===== src/adcc_regs.vh =====
/*
  Constants of the converter control-word block: field positions of the
  24-bit configuration word, mode codes, reset values and serial counts.
  Assumes it is included once by each design file that needs it.
*/
`ifndef ADCC_REGS_VH
`define ADCC_REGS_VH

// Word and bit-counter widths
`define ADCC_WORD_W     24
`define ADCC_CNT_W      5
// Configuration word fields, MSB first
`define ADCC_MODE_HI    23
`define ADCC_MODE_LO    21
`define ADCC_GAIN_HI    20
`define ADCC_GAIN_LO    18
`define ADCC_CHAN_BIT   17
`define ADCC_PWDN_BIT   16
`define ADCC_WLEN_BIT   15
`define ADCC_IO_BIT     14
`define ADCC_BURN_BIT   13
`define ADCC_BU_BIT     12
`define ADCC_FS_HI      11
`define ADCC_FS_LO      0
// Operating modes
`define ADCC_MD_NORMAL  3'h0
`define ADCC_MD_SELF    3'h1
`define ADCC_MD_SYSZ    3'h2
`define ADCC_MD_SYSF    3'h3
`define ADCC_MD_SYSOFF  3'h4
`define ADCC_MD_BG      3'h5
`define ADCC_MD_RWZ     3'h6
`define ADCC_MD_RWF     3'h7
// Reset values; filter default keeps the code inside its legal range
`define ADCC_CFG_RESET  24'h0000C8
`define ADCC_ZC_RESET   24'h000000
`define ADCC_FC_RESET   24'h800000
`define ADCC_DATA_RESET 24'h000000
`define ADCC_GAIN_ONE   8'h01
// Serial word lengths in bits
`define ADCC_LEN16      5'h10
`define ADCC_LEN24      5'h18
// Background mode passes one conversion in six
`define ADCC_BG_LAST    3'h5
`define ADCC_BG_ZERO    3'h0

`endif


===== src/adcc_ctrl_word.v =====
/*
  Configuration-word decoder of a sigma-delta converter: holds the
  24-bit control word, steers register-select accesses, sequences
  calibrations and raises the data-ready flag. Assumes the conversion
  core on the same clock supplies words and calibration results.
*/
`timescale 1ns/1ps
`include "adcc_regs.vh"

module adcc_ctrl_word
(
  input  wire                     clock,
  input  wire                     sys_rst,
  input  wire                     serial_clock,
  input  wire                     transmit_frame_n,
  input  wire                     receive_frame_n,
  input  wire                     register_select_pin,
  input  wire                     serial_data_in,
  input  wire                     conv_valid,
  input  wire [`ADCC_WORD_W-1:0]  conv_data,
  input  wire                     cal_done,
  input  wire [`ADCC_WORD_W-1:0]  cal_zero_coef,
  input  wire [`ADCC_WORD_W-1:0]  cal_full_coef,
  output reg                      data_ready_n,
  output wire                     serial_data_out,
  output wire                     serial_data_oe_n,
  output reg                      cal_start_reg,
  output wire [2:0]               mode_select,
  output wire [2:0]               gain_code,
  output reg  [7:0]               gain_factor_reg,
  output wire                     channel_select,
  output wire                     power_down_bit,
  output wire                     word_length_bit,
  output wire                     comp_current_bit,
  output wire                     burnout_current_bit,
  output wire                     polarity_select,
  output wire [11:0]              filter_code
);

  reg  [`ADCC_WORD_W-1:0] cfg_reg;            // Configuration word
  reg  [`ADCC_WORD_W-1:0] data_reg;           // Conversion data
  reg  [`ADCC_WORD_W-1:0] zero_coef_reg [0:1]; // Zero scale per channel
  reg  [`ADCC_WORD_W-1:0] full_coef_reg [0:1]; // Full scale per channel
  reg                     cal_busy_reg;       // Calibration under way
  reg  [2:0]              bg_cnt_reg;         // Background word divider
  reg                     rd_data_reg;        // Current read is data
  reg  [`ADCC_WORD_W-1:0] rd_word;            // Word offered to a read
  reg  [`ADCC_CNT_W-1:0]  rd_len;             // Its length in bits
  wire                    sel_level;          // Synced register select
  wire                    wr_pulse;           // Full write frame ended
  wire [`ADCC_WORD_W-1:0] wr_word;            // Received word
  wire                    rd_start;           // Read frame opened
  wire                    rd_done;            // Full word shifted out
  wire [2:0]              mode;               // Current mode bits
  integer                 i;

  // One-shot calibration modes end by themselves
  function is_cal;
    input [2:0] md;
    begin
      is_cal = (md == `ADCC_MD_SELF) || (md == `ADCC_MD_SYSZ) ||
               (md == `ADCC_MD_SYSF) || (md == `ADCC_MD_SYSOFF);
    end
  endfunction

  // Modes that redirect register-select accesses to coefficients
  function is_coef;
    input [2:0] md;
    begin
      is_coef = (md == `ADCC_MD_RWZ) || (md == `ADCC_MD_RWF);
    end
  endfunction

  // Field slices of the word, all straight from cfg_reg
  assign mode                = cfg_reg[`ADCC_MODE_HI:`ADCC_MODE_LO];
  assign mode_select         = mode;
  assign gain_code           = cfg_reg[`ADCC_GAIN_HI:`ADCC_GAIN_LO];
  assign channel_select      = cfg_reg[`ADCC_CHAN_BIT];
  assign power_down_bit      = cfg_reg[`ADCC_PWDN_BIT];
  assign word_length_bit     = cfg_reg[`ADCC_WLEN_BIT];
  assign comp_current_bit    = cfg_reg[`ADCC_IO_BIT];
  assign burnout_current_bit = cfg_reg[`ADCC_BURN_BIT];
  assign polarity_select     = cfg_reg[`ADCC_BU_BIT];
  assign filter_code         = cfg_reg[`ADCC_FS_HI:`ADCC_FS_LO];

  // Serial frames; the port holds the pin-facing flops
  adcc_serial_port u_port
  (
    .clock               (clock),
    .sys_rst             (sys_rst),
    .serial_clock        (serial_clock),
    .transmit_frame_n    (transmit_frame_n),
    .receive_frame_n     (receive_frame_n),
    .register_select_pin (register_select_pin),
    .serial_data_in      (serial_data_in),
    .rd_word             (rd_word),
    .rd_len              (rd_len),
    .sel_level_reg       (sel_level),
    .wr_pulse_reg        (wr_pulse),
    .wr_word_reg         (wr_word),
    .rd_start_reg        (rd_start),
    .rd_done_reg         (rd_done),
    .sdata_out_reg       (serial_data_out),
    .sdata_oe_n_reg      (serial_data_oe_n)
  );

  // Read source and length chosen from select pin and mode
  always @*
  begin
    rd_word = cfg_reg;
    rd_len  = `ADCC_LEN24;
    if (sel_level)
    begin
      if (mode == `ADCC_MD_RWZ)
        rd_word = zero_coef_reg[channel_select];
      else if (mode == `ADCC_MD_RWF)
        rd_word = full_coef_reg[channel_select];
      else
      begin
        // Data word; 16-bit reads take the top 16 bits
        rd_word = data_reg;
        rd_len  = word_length_bit ? `ADCC_LEN24 : `ADCC_LEN16;
      end
    end
  end

  // Word, coefficient, calibration and ready sequencing
  always @(posedge clock)
  begin
    if (sys_rst)
    begin
      // Normal mode, gain one, channel zero, short words
      cfg_reg         <= `ADCC_CFG_RESET;
      data_reg        <= `ADCC_DATA_RESET;
      data_ready_n    <= 1'b1;
      cal_busy_reg    <= 1'b0;
      cal_start_reg   <= 1'b0;
      bg_cnt_reg      <= `ADCC_BG_ZERO;
      rd_data_reg     <= 1'b0;
      gain_factor_reg <= `ADCC_GAIN_ONE;
      for (i = 0; i < 2; i = i + 1)
      begin
        zero_coef_reg[i] <= `ADCC_ZC_RESET;
        full_coef_reg[i] <= `ADCC_FC_RESET;
      end
    end
    else
    begin
      cal_start_reg   <= 1'b0;
      gain_factor_reg <= `ADCC_GAIN_ONE << gain_code;
      if (rd_start)
        rd_data_reg <= sel_level && !is_coef(mode);
      if (wr_pulse)
      begin
        if (!sel_level)
        begin
          // Complete control word; a calibration starts at once
          cfg_reg <= wr_word;
          // A new word abandons a step in progress; a cal mode restarts it
          cal_busy_reg <= 1'b0;
          if (is_cal(wr_word[`ADCC_MODE_HI:`ADCC_MODE_LO]))
          begin
            cal_busy_reg  <= 1'b1;
            cal_start_reg <= 1'b1;
            data_ready_n  <= 1'b1;
          end
          bg_cnt_reg <= `ADCC_BG_ZERO;
        end
        // Data register is read-only; other selected writes drop
        else if (mode == `ADCC_MD_RWZ)
          zero_coef_reg[channel_select] <= wr_word;
        else if (mode == `ADCC_MD_RWF)
          full_coef_reg[channel_select] <= wr_word;
      end
      else if (cal_busy_reg && cal_done)
      begin
        // Store what this step measured, then back to normal
        if (mode != `ADCC_MD_SYSF)
          zero_coef_reg[channel_select] <= cal_zero_coef;
        if (mode != `ADCC_MD_SYSZ)
          full_coef_reg[channel_select] <= cal_full_coef;
        cfg_reg[`ADCC_MODE_HI:`ADCC_MODE_LO] <= `ADCC_MD_NORMAL;
        cal_busy_reg <= 1'b0;
        data_ready_n <= 1'b0;
      end
      else if (!cal_busy_reg)
      begin
        // Background updates both coefficients in place
        if (mode == `ADCC_MD_BG && cal_done)
        begin
          zero_coef_reg[channel_select] <= cal_zero_coef;
          full_coef_reg[channel_select] <= cal_full_coef;
        end
        if (conv_valid)
        begin
          if (mode == `ADCC_MD_BG)
            bg_cnt_reg <= (bg_cnt_reg == `ADCC_BG_LAST) ?
                          `ADCC_BG_ZERO : bg_cnt_reg + 3'h1;
          if (mode != `ADCC_MD_BG || bg_cnt_reg == `ADCC_BG_LAST)
          begin
            // New word wins over a read ending this cycle
            data_reg     <= conv_data;
            data_ready_n <= 1'b0;
          end
          else if (rd_done && rd_data_reg)
            data_ready_n <= 1'b1;
        end
        else if (rd_done && rd_data_reg)
          data_ready_n <= 1'b1;
      end
    end
  end

endmodule // adcc_ctrl_word


===== src/adcc_serial_port.v =====
/*
  Serial port of the control-word block: synchronises the link pins,
  shifts write frames in and read frames out, reports complete frames.
  Assumes the host drives the link clock, idle high; data in on rising
  edges, data out changes on falling edges.
*/
`timescale 1ns/1ps
`include "adcc_regs.vh"

module adcc_serial_port
(
  input  wire                     clock,
  input  wire                     sys_rst,
  input  wire                     serial_clock,
  input  wire                     transmit_frame_n,
  input  wire                     receive_frame_n,
  input  wire                     register_select_pin,
  input  wire                     serial_data_in,
  input  wire [`ADCC_WORD_W-1:0]  rd_word,
  input  wire [`ADCC_CNT_W-1:0]   rd_len,
  output reg                      sel_level_reg,
  output reg                      wr_pulse_reg,
  output reg  [`ADCC_WORD_W-1:0]  wr_word_reg,
  output reg                      rd_start_reg,
  output reg                      rd_done_reg,
  output reg                      sdata_out_reg,
  output reg                      sdata_oe_n_reg
);

  // Three-stage synchronisers for the five pins
  reg [4:0] s1_reg;
  reg [4:0] s2_reg;
  reg [4:0] s3_reg;
  reg [4:0] lvl_reg;                    // Filtered pin levels
  wire [4:0] pins;
  wire [4:0] lvl_next;
  reg [`ADCC_CNT_W-1:0]  wr_cnt_reg;    // Bits received this frame
  reg [`ADCC_CNT_W-1:0]  rd_cnt_reg;    // Bits sent this frame
  reg [`ADCC_WORD_W-1:0] rd_shift_reg;  // Outgoing word
  reg [`ADCC_CNT_W-1:0]  rd_len_reg;    // Length latched at frame start

  assign pins = {serial_data_in, register_select_pin, receive_frame_n,
                 transmit_frame_n, serial_clock};
  // A change counts once stages two and three agree
  assign lvl_next = (s2_reg & s3_reg) | (lvl_reg & (s2_reg | s3_reg));

  wire sclk_rise = lvl_next[0] & ~lvl_reg[0];
  wire sclk_fall = ~lvl_next[0] & lvl_reg[0];
  wire wframe_rise = lvl_next[1] & ~lvl_reg[1];
  wire rframe_fall = ~lvl_next[2] & lvl_reg[2];
  wire rframe_rise = lvl_next[2] & ~lvl_reg[2];

  // Synchroniser chain; stage one feeds only stage two
  always @(posedge clock)
  begin
    if (sys_rst)
    begin
      s1_reg  <= 5'h07;
      s2_reg  <= 5'h07;
      s3_reg  <= 5'h07;
      lvl_reg <= 5'h07;
    end
    else
    begin
      s1_reg  <= pins;
      s2_reg  <= s1_reg;
      s3_reg  <= s2_reg;
      lvl_reg <= lvl_next;
    end
  end

  // Write frames: shift in while transmit frame is low
  always @(posedge clock)
  begin
    if (sys_rst)
    begin
      wr_cnt_reg   <= {`ADCC_CNT_W{1'b0}};
      wr_word_reg  <= {`ADCC_WORD_W{1'b0}};
      wr_pulse_reg <= 1'b0;
    end
    else
    begin
      wr_pulse_reg <= 1'b0;
      if (wframe_rise)
      begin
        // Short frames are dropped, never loaded
        wr_pulse_reg <= (wr_cnt_reg == `ADCC_LEN24);
        wr_cnt_reg   <= {`ADCC_CNT_W{1'b0}};
      end
      else if (!lvl_reg[1] && sclk_rise && wr_cnt_reg != `ADCC_LEN24)
      begin
        // Edges past the 24th are ignored
        wr_word_reg <= {wr_word_reg[`ADCC_WORD_W-2:0], lvl_next[4]};
        wr_cnt_reg  <= wr_cnt_reg + 5'h01;
      end
    end
  end

  // Read frames: drive the line while receive frame is low
  always @(posedge clock)
  begin
    if (sys_rst)
    begin
      rd_cnt_reg     <= {`ADCC_CNT_W{1'b0}};
      rd_shift_reg   <= {`ADCC_WORD_W{1'b0}};
      rd_len_reg     <= `ADCC_LEN24;
      rd_start_reg   <= 1'b0;
      rd_done_reg    <= 1'b0;
      sdata_out_reg  <= 1'b0;
      sdata_oe_n_reg <= 1'b1;
      sel_level_reg  <= 1'b0;
    end
    else
    begin
      sel_level_reg <= lvl_next[3];
      rd_start_reg  <= rframe_fall;
      rd_done_reg   <= 1'b0;
      if (rframe_fall)
      begin
        // MSB first, presented as soon as the frame opens
        rd_shift_reg   <= rd_word;
        rd_len_reg     <= rd_len;
        rd_cnt_reg     <= {`ADCC_CNT_W{1'b0}};
        sdata_out_reg  <= rd_word[`ADCC_WORD_W-1];
        sdata_oe_n_reg <= 1'b0;
      end
      else if (rframe_rise)
        sdata_oe_n_reg <= 1'b1;
      else if (!lvl_reg[2])
      begin
        if (sclk_rise && rd_cnt_reg != rd_len_reg)
        begin
          rd_cnt_reg  <= rd_cnt_reg + 5'h01;
          rd_done_reg <= (rd_cnt_reg + 5'h01 == rd_len_reg);
        end
        else if (sclk_fall && rd_cnt_reg != 5'h00)
        begin
          // Next bit after the host sampled the last one
          rd_shift_reg  <= {rd_shift_reg[`ADCC_WORD_W-2:0], 1'b0};
          sdata_out_reg <= rd_shift_reg[`ADCC_WORD_W-2];
        end
      end
    end
  end

endmodule // adcc_serial_port

===== config.mk =====
export PLATFORM = sky130hd
export DESIGN_NAME = adcc_ctrl_word
export DESIGN_NICKNAME = d
export VERILOG_FILES = /design/src/adcc_ctrl_word.v /design/src/adcc_serial_port.v
export VERILOG_INCLUDE_DIRS = /design/src
export SDC_FILE = /design/constraint.sdc
export NUM_CORES = 1
export LEC_CHECK = 0
export BUFFER_PORTS_ARGS = -buffer_cell sky130_fd_sc_hd__buf_2
export CAP_MARGIN = 5
export CORE_MARGIN = 1.5
export CORE_UTILIZATION = 50
export DETAILED_ROUTE_END_ITERATION = 6
export HOLD_SLACK_MARGIN = 0.1
export PLACE_DENSITY = 0.67
export SLEW_MARGIN = 25
export SYNTH_ARGS = -nofsm -noshare
export SYNTH_HDL_FRONTEND = slang
export SYNTH_HIERARCHICAL = 1
export SYNTH_SLANG_ARGS = --single-unit
export TNS_END_PERCENT = 50

===== constraint.sdc =====
create_clock -name clock -period 6 [get_ports clock]
set_input_delay 1.2 -clock clock [delete_from_list [all_inputs] [get_ports clock]]
set_output_delay 1.2 -clock clock [all_outputs]
set_load 0.01 [all_outputs]

# == Word-level counts from Yosys, hierarchy flattened ==
# Memories as Yosys holds them, arrays and structs flattened. A register that Yosys moved wholly into a read port is not among the register bits.
# Index checks and enable logic that the tools add are counted.
# word_totals
reg_bits,151
ram_bits,96
in_bits,81
elab_cells,198
n_memories,2
# memory_table
memory,words,width,rd,rd_clocked_by_memory_dff,write_ports,line,text
full_coef_reg,2,24,1,1,2,adcc_ctrl_word.v:43,reg [`ADCC_WORD_W-1:0] full_coef_reg [0:1];
zero_coef_reg,2,24,1,1,2,adcc_ctrl_word.v:42,reg [`ADCC_WORD_W-1:0] zero_coef_reg [0:1];
# classes
addsub,3
n_eq_ne,23
n_shift,1
muxes,84
bitwise,25
reduce_logical,36
# op_table
operator,count
2-to-1 mux 24 bit,10
2-to-1 mux 23 bit,5
2-to-1 mux 1 bit,56
OR reduction 24 bit,2
2-to-1 mux 3 bit,9
2-to-1 mux 4 bit,4
"equality test 3 bit, second input constant",5
NOT 1 bit,12
"adder 5 x 1 -> 5 bit, second input constant",2
bitwise AND 5 bit,2
bitwise OR 5 bit,2
AND reduction 5 bit,2
nonzero test 2 bit,5
logical AND 1 bit,8
"inequality test 2 x 1 -> 1 bit, second input constant",4
"<< shifter 1 x 3 -> 8 bit, first input constant",1
"equality test 3 x 2 -> 1 bit, second input constant",2
"inequality test 2 bit, second input constant",3
"inequality test 3 x 2 -> 1 bit, second input constant",2
AND reduction 2 bit,3
AND reduction 3 bit,2
OR reduction 2 bit,3
bitwise AND 1 bit,5
equality test 5 bit,1
other kinds (14),22

# == Logic depth before layout (Yosys ltp) ==
# Gate-level depths: netlist of the first run.
# logic_depth
word_depth,11
mapped_depth,8
ltp_nobuf,6

# == By module ==
# Netlist of the first run, hierarchy kept.
# by_module_without_submodules
module,n_inst,cells_each,area_each_um2,seq_area_each_um2
adcc_ctrl_word,1,671,7577.3,4164.0
adcc_serial_port,1,349,3634.7,1741.7

# == Worst setup path before layout of the first run ==
# No wires, ideal clock.
# synth_timing
path_kind,input port to flip-flop
startpoint,input port sys_rst
endpoint,"memory zero_coef_reg[1][0] (netlist name), enable pin"
setup_ns,0.381
t_arrival_ns,2.543
required_time_ns,5.619
path_slack_ns,3.076
stages,5
cell_sequence,buf_2 nor3b_2 nand2_1 nor2_2 or3_1
# synth_lines
item,line,text
start: declaration,adcc_ctrl_word.v:13,"input wire sys_rst,"
end: declaration,adcc_ctrl_word.v:42,

==> results of run 1 <==
-- kinds of logic (layout without fill, tap and decap cells) --
| kind of cell | count (synthesis) | count (layout) | synth area share, % |
|---|---|---|---|
| AO/OA/AOI/OAI | 274 | 274 | 19.0 |
| XOR/XNOR | 14 | 14 | 1.09 |
| adder cells (fa/ha/maj) | 4 | 4 | 0.446 |
| buffers and inverters | 87 | 186 | 4.51 |
| flip-flops | 247 | 247 | 52.7 |
| multiplexers | 103 | 103 | 9.54 |
| other | 2 | 4 | 0.0670 |
| AND/OR/NAND/NOR | 289 | 289 | 12.7 |
-- critical path, stage by stage --
cell	delay, ns
buf_4	0.35
nor3b_2	0.30
nand2_1	0.14
nor3_4	0.78
or3_2	0.64
-- where the power goes --
part           switching (mW)  internal, mW
sequential             0.0170          1.78
clock                   0.665         0.915
combinational          0.0778        0.0448
total                   0.760          2.74
-- placed cells by master (no fill, tap or decap), types with 5 or more instances in the layout --
cell / instances
buf_4: 10
xor2_1: 6
a22o_1: 97
nor3_1: 9
nand2b_1: 12
o22a_1: 20
xnor2_1: 8
nand3b_1: 7
or2_2: 11
nand3_1: 6
o21ai_0: 44
inv_1: 10
clkinv_2: 10
clkbuf_1: 5
nor2_1: 72
nand2_1: 125
a211oi_2: 20
clkbuf_8: 5
dfxtp_1: 150
a21oi_1: 59
clkbuf_16: 28
edfxtp_1: 96
buf_2: 115
a211oi_1: 5
mux2i_1: 99
nor2b_1: 9
-- metrics by stage --
stage | hold slack [ns] | instances | util [%]
after global routing | 0.427 | 1401 | 57.7
after CTS | 0.403 | 1401 | 57.7
final | 0.403 | 1401 | 57.7
after global placement | 0.391 | 1351 | 53.7
after detailed placement | 0.394 | 1351 | 53.7
after floorplan | 0.389 | 1022 | -
-- path summary, 6_finish.rpt --
check / startpoint / to / slack (ns) / cells past startpoint
setup / recovery: sys_rst / full_coef_reg[1][12] / 2.69 / 5
hold / removal: u_port/s1_reg[2] / u_port/s2_reg[2] / 0.40 / 1
setup reg to reg: cfg_reg[23] / full_coef_reg[1][12] / 3.17 / 4
hold reg to reg: u_port/s1_reg[2] / u_port/s2_reg[2] / 0.40 / 1
-- routing by layer --
metal,track usage (%),part of all wire [%],vias up
li1,-,-,3894
met1,34.2,45,3772
met2,35.3,44,299
met3,4.07,8.2,42
met4,5.63,2.0,0
met5,0,0,-
-- cell type report --
cell class / count / area share (%)
Sequential cell: 247 / 46.8
Clock inverter: 12 / 0.525
Inverter: 11 / 0.327
Clock buffer: 38 / 6.24
Multi-Input combinational cell: 688 / 38.2
Timing Repair Buffer: 125 / 5.15
Tap cell: 280 / 2.77
==> metrics.md, run 1 <==
| Metric | Value |
|---|---|
| Via count | `around 8000` |
| Maximum VDD drop | `about 0.19 mV` |
| Sequential-to-total area share from yosys stat | `52.7%` |
| Worst Path Max Fanout | `just over 80` |
| Leakage power | `approximately 4.5 nW` |
| Clock skew | `around 0.015 ns` |
| Seq. cell area | `5910 sq um` |
| CTS Buf Count | `27` |
| Top_reg_cell synth | `dfxtp_1` |
| GRT Resource Usage Total | `a little under a quarter` |
| WL final | `27.7 mm` |
| Fillers | `1876` |
| Die X | `~150 um` |
| Post-DR vias/cell | `5.72` |
| RSZ-0062 raised after global routing | `no` |
| Clk_lat worst skew | `around 0.53 ns` |
| Ys async rst share | `0%` |
| # nets final | `around 1200` |
| Hold Path Class | `flip-flop to flip-flop` |
| Post-CTS sizing | `0` |
| DPL Wire Length | `approximately 19 mm` |
| # DRC | `0` |
| # port buffers | `about 120` |
| Share of cells above drive strength 1 | `21.1%` |
| CTS tree | `yes` |
| Final Setup Violations | `0` |
| Wirelength per Cell | `~20 um` |
| Count leader, synth | `dfxtp_1` |
| Avg Cell Area, Syn | `around 11 sq um` |
| Endpoint type of the worst setup path | `flip-flop` |
| Setup TNS | `0 ns` |
| DR pass1 iterations | `6` |
| CTS Hold Bufs | `0` |
| Cells after Synth | `between 1000 and 1500` |
| Clock transition at the registers of the reported paths | `roughly 0.060 ns` |
| Top cells by area, synth | `dfxtp_1 (27%), edfxtp_1 (26%), mux2i_1 (8.8%), a22o_1 (7.6%), nand2_1 (4.2%)` |
| Synthesized area | `approximately 11000 sq um` |
| # IOs | `about 120` |
| Max Slew Vio Count | `0` |
| Largest net degree at the start of global routing | `a little over 80` |
| DRT iter0 DRCs | `around 590` |
| Power, Total | `3.50 mW` |
| Setup Buffers After CTS | `0` |
| Root buf cell | `clkbuf_16` |
| Crit path kind | `primary input to flip-flop` |
| Worst Max-Slew Pin Slew | `0.979 ns` |
| Initial Util | `about half` |
| Die area | `around 23000 sq um` |
| Placed instance area | `roughly 12000 sq um` |
| Startpoint Class | `primary input` |
| Initial antenna violation count | `0` |
| Status | `finished clean` |
| Yosys reg bits | `247` |
| EDFF count, synth | `96` |
| Synth top area share | `between 20 and 30%` |
| Area Overhead vs Synth | `12.6%` |
| Die H | `around 150 um` |
| Fmax | `slightly above 0.3 GHz` |
| Crit share post-route | `a little under three fifths` |
| Area of the multi-input gates | `about 4800 sq um` |
| Vias in the first global route | `7555` |
| CTS Sinks | `approximately 250` |
| Worst slack at placement | `approximately 1.9 ns` |
| Dominant cell type by area after synthesis | `dfxtp_1` |
| First-pass GRT wire length | `42.7 mm` |
| Tmin final | `3.31 ns` |
| Core area | `21900 sq um` |
| Setup ws final | `about 2.7 ns` |
| Cell area after layout | `around 13000 sq um` |
| Ys Warns | `6` |
| Post-route ant nets | `0` |
| Maxcap violations | `0` |
| WP data arrival | `roughly 3.5 ns` |
| Endpoints failing hold | `0` |
| # diodes | `0` |
| Rows | `54` |
| Cell Pwr Density | `approximately 280 nW/um^2` |
| Clock tree buffer depth | `3` |
| Required time of the critical path | `a little over 6 ns` |
| Global placement routability congestion | `approximately 0.87` |
| Post-synth top cells | `dfxtp_1 (151), nand2_1 (125), mux2i_1 (99)` |
| Total grt overflow | `0` |
| Distinct cells, synth | `66` |
| H-tree Lvls | `1` |
| Relative slew margins | `~35%` |
Power figures use the tool's default switching activity.
==> inputs of run 2 (changes only) <==
==> constraint.sdc (replaced) <==
create_clock -name clock -period 3.38 [get_ports clock]
set_input_delay 0.676 -clock clock [delete_from_list [all_inputs] [get_ports clock]]
set_output_delay 0.676 -clock clock [all_outputs]
set_load 0.01 [all_outputs]
==> run 2 against run 1 <==
  * Sequential share of layout area is 0.58 points lower
  * Utilization up 0.73 points
  * Combinational power up 86%
  * Total power rose by 81%
  * Cell count is 0.79% higher
  * Non-clock buffer count up 12
  * Flip-flop and latch count is the same
  * Largest cell class unchanged
  * First-iteration DRC count is 21% higher
==> metrics.md, run 2 (synthesis gave the netlist of run 1 again) <==
| Metric | Value |
|---|---|
| Status | `finished clean (unchanged)` |
| Worst Max-Slew Pin Slew | `0.998 ns (was 0.979 ns)` |
| Commonest non-fill, non-tap cell in the layout | `dfxtp_1 (unchanged)` |
| First-pass GRT wire length | `43.4 mm (was 42.7 mm)` |
| Cell area after layout | `12800 sq um (was 12600 sq um)` |
| Hold path cells | `2 (was 1)` |
| Commonest cells after routing, fill and taps aside | `dfxtp_1 (150), nand2_1 (125), buf_2 (115) (unchanged)` |
| R2R cell count | `5 (was 4)` |
| Hold Path Class | `primary input to flip-flop (was flip-flop to flip-flop)` |
| Cell Pwr Density | `495 nW/um^2 (was 277 nW/um^2)` |
| CTS Sinks | `247 (unchanged)` |
| CTS tree | `yes (unchanged)` |
| Fin Hold WS | `0.339 ns (was 0.403 ns)` |
| DPL Wire Length | `18.9 mm (was 18.8 mm)` |
| Total grt overflow | `0 (unchanged)` |
| # nets final | `1197 (was 1185)` |
| Worst Path Max Fanout | `25 (was 81)` |
| Final Setup Violations | `0 (unchanged)` |
| Crit-path cells | `and4b_1 > nand2b_1 > nor2_4 > or3_1 > buf_12 (was buf_4 > nor3b_2 > nand2_1 > nor3_4 > or3_2)` |
| Core area | `21900 sq um (unchanged)` |
| Hold Crit Endpoint | `u_port/s1_reg[1] (was u_port/s2_reg[2])` |
| RSZ-0062 raised after global routing | `no (unchanged)` |
| Setup TNS | `0 ns (unchanged)` |
| Via count | `8131 (was 8007)` |
| Reg2reg end | `zero_coef_reg[0][8] (was full_coef_reg[1][12])` |
| GRT Resource Usage Total | `23.4% (was 23.2%)` |
| Global placement routability congestion | `0.858 (was 0.867)` |
| DR pass1 iterations | `5 (was 6)` |
| Hold_sp | `transmit_frame_n (was u_port/s1_reg[2])` |
| Required time of the critical path | `3.61 ns (was 6.16 ns)` |
| Area of the multi-input gates | `4830 sq um (was 4820 sq um)` |
| Die area | `23300 sq um (unchanged)` |
| Max Slew Vio Count | `0 (unchanged)` |
| Initial antenna violation count | `0 (unchanged)` |
| Root buf cell | `clkbuf_16 (unchanged)` |
| Worst slack at placement | `0.283 ns (was 1.87 ns)` |
| Setup ws final | `0.732 ns (was 2.69 ns)` |
| Startpoint Class | `flip-flop (was primary input)` |
| Slowest library cell on the worst path | `dfxtp_1 (was nor3_4)` |
| CP max stage delay | `0.59 ns (was 0.78 ns)` |
| Clk_lat worst skew | `0.52 ns (was 0.53 ns)` |
| Die X | `153 um (unchanged)` |
| Setup Buffers After CTS | `0 (unchanged)` |
| # port buffers | `116 (unchanged)` |
| # DRC | `0 (unchanged)` |
| CTS Buf Count | `27 (unchanged)` |
| Crit share post-route | `just under 80%` |
| Leakage power | `4.57 nW (was 4.49 nW)` |
| Maxcap violations | `0 (unchanged)` |
| Maximum VDD drop | `0.355 mV (was 0.189 mV)` |
| Fillers | `1876 (unchanged)` |
| Area Overhead vs Synth | `14.0% (was 12.6%)` |
| Initial Util | `51.2% (unchanged)` |
| Rows | `54 (unchanged)` |
| WL final | `27.7 mm (about the same)` |
| Wirelength per Cell | `19.6 um (was 19.8 um)` |
| CTS Hold Bufs | `0 (unchanged)` |
| Crit path kind | `flip-flop to flip-flop (was primary input to flip-flop)` |
| Die H | `153 um (unchanged)` |
| Seq. cell area | `5910 sq um (unchanged)` |
| Vias in the first global route | `7582 (was 7555)` |
| H-tree Lvls | `1 (unchanged)` |
| Share of cells above drive strength 1 | `21.0% (was 21.1%)` |
| Clock skew | `0.00953 ns (was 0.0155 ns)` |
| Largest net degree at the start of global routing | `83 (was 82)` |
| Endpoint type of the worst setup path | `flip-flop (unchanged)` |
| Largest delay share family, worst path | `simple AND/OR/NAND/NOR gates (unchanged)` |
| Post-route ant nets | `0 (unchanged)` |
| Clock tree buffer depth | `3 (unchanged)` |
| Post-DR vias/cell | `5.76 (was 5.72)` |
| WP data arrival | `2.87 ns (was 3.46 ns)` |
| # IOs | `117 (unchanged)` |
| Relative slew margins | `33.5% (was 34.6%)` |
| Endpoints failing hold | `0 (unchanged)` |
| R2R Setup Slk | `0.73 ns (was 3.17 ns)` |
| # diodes | `0 (unchanged)` |
| Buffers & Inverters on Critical Path | `1 (unchanged)` |
| Clock transition at the registers of the reported paths | `0.06 ns (about the same)` |
| Placed instance area | `11900 sq um (was 11800 sq um)` |
| Post-CTS sizing | `0 (unchanged)` |
| Critical register-to-register path startpoint | `u_port/wr_pulse_reg (was cfg_reg[23])` |
| Fmax | `between 0.3 and 0.4 GHz` |
| Tmin final | `2.65 ns` |
| DRT iter0 DRCs | `709 (was 588)` |
[run 2: changes by cell type in the layout (fill, tap and decap cells not counted), sizes merged]
cell / change
clkinv: -7
inv: -1
clkinvlp: -1
buf: +12
clkbuf: +6
bufinv: +2
[run 2: area by class of cell]
class	instances	area share [%]
Clock inverter	5	0.617
Sequential cell	247	46.2
Clock buffer	44	6.33
Timing Repair Buffer	137	5.99
Multi-Input combinational cell	688	37.8
Tap cell	280	2.74
Inverter	11	0.323
[run 2: worst max path at each step]
stage	slack (ns)	from	end	cells after the start
after global routing	0.59	u_port/wr_pulse_reg	zero_coef_reg[0][8]	5
after CTS	0.60	cfg_reg[23]	zero_coef_reg[0][8]	5
after floorplan	0.98	sys_rst	zero_coef_reg[1][0]	5
after global placement	0.31	cal_done	zero_coef_reg[0][6]	6
after detailed placement	0.28	cal_done	zero_coef_reg[0][8]	6
final	0.73	u_port/wr_pulse_reg	zero_coef_reg[0][8]	5
[run 2: metal layers]
layer  global-route usage (%)  up-vias  wire [um]
met5                        0        -          0
met4                     4.99        0        430
met3                     3.07       31       1860
met2                     35.1      251      12200
met1                     36.0     3937      13200
li1                         -     3912          -
[run 2: power breakdown]
| group | switching, mW | total (mW) | internal (mW) |
|---|---|---|---|
| combinational | 0.142 | 0.229 | 0.0867 |
| clock | 1.14 | 2.91 | 1.78 |
| sequential | 0.0291 | 3.19 | 3.16 |
[run 2: per-stage QoR]
step | utilization [%] | total power, mW | instances
detailed placement | 54.3 | 3.48 | 1363
CTS | 58.4 | 6.37 | 1412
finish | 58.4 | 6.33 | 1412
global placement | 54.3 | 3.48 | 1363
global route | 58.4 | 6.52 | 1412
floorplan | - | 3.36 | 1022
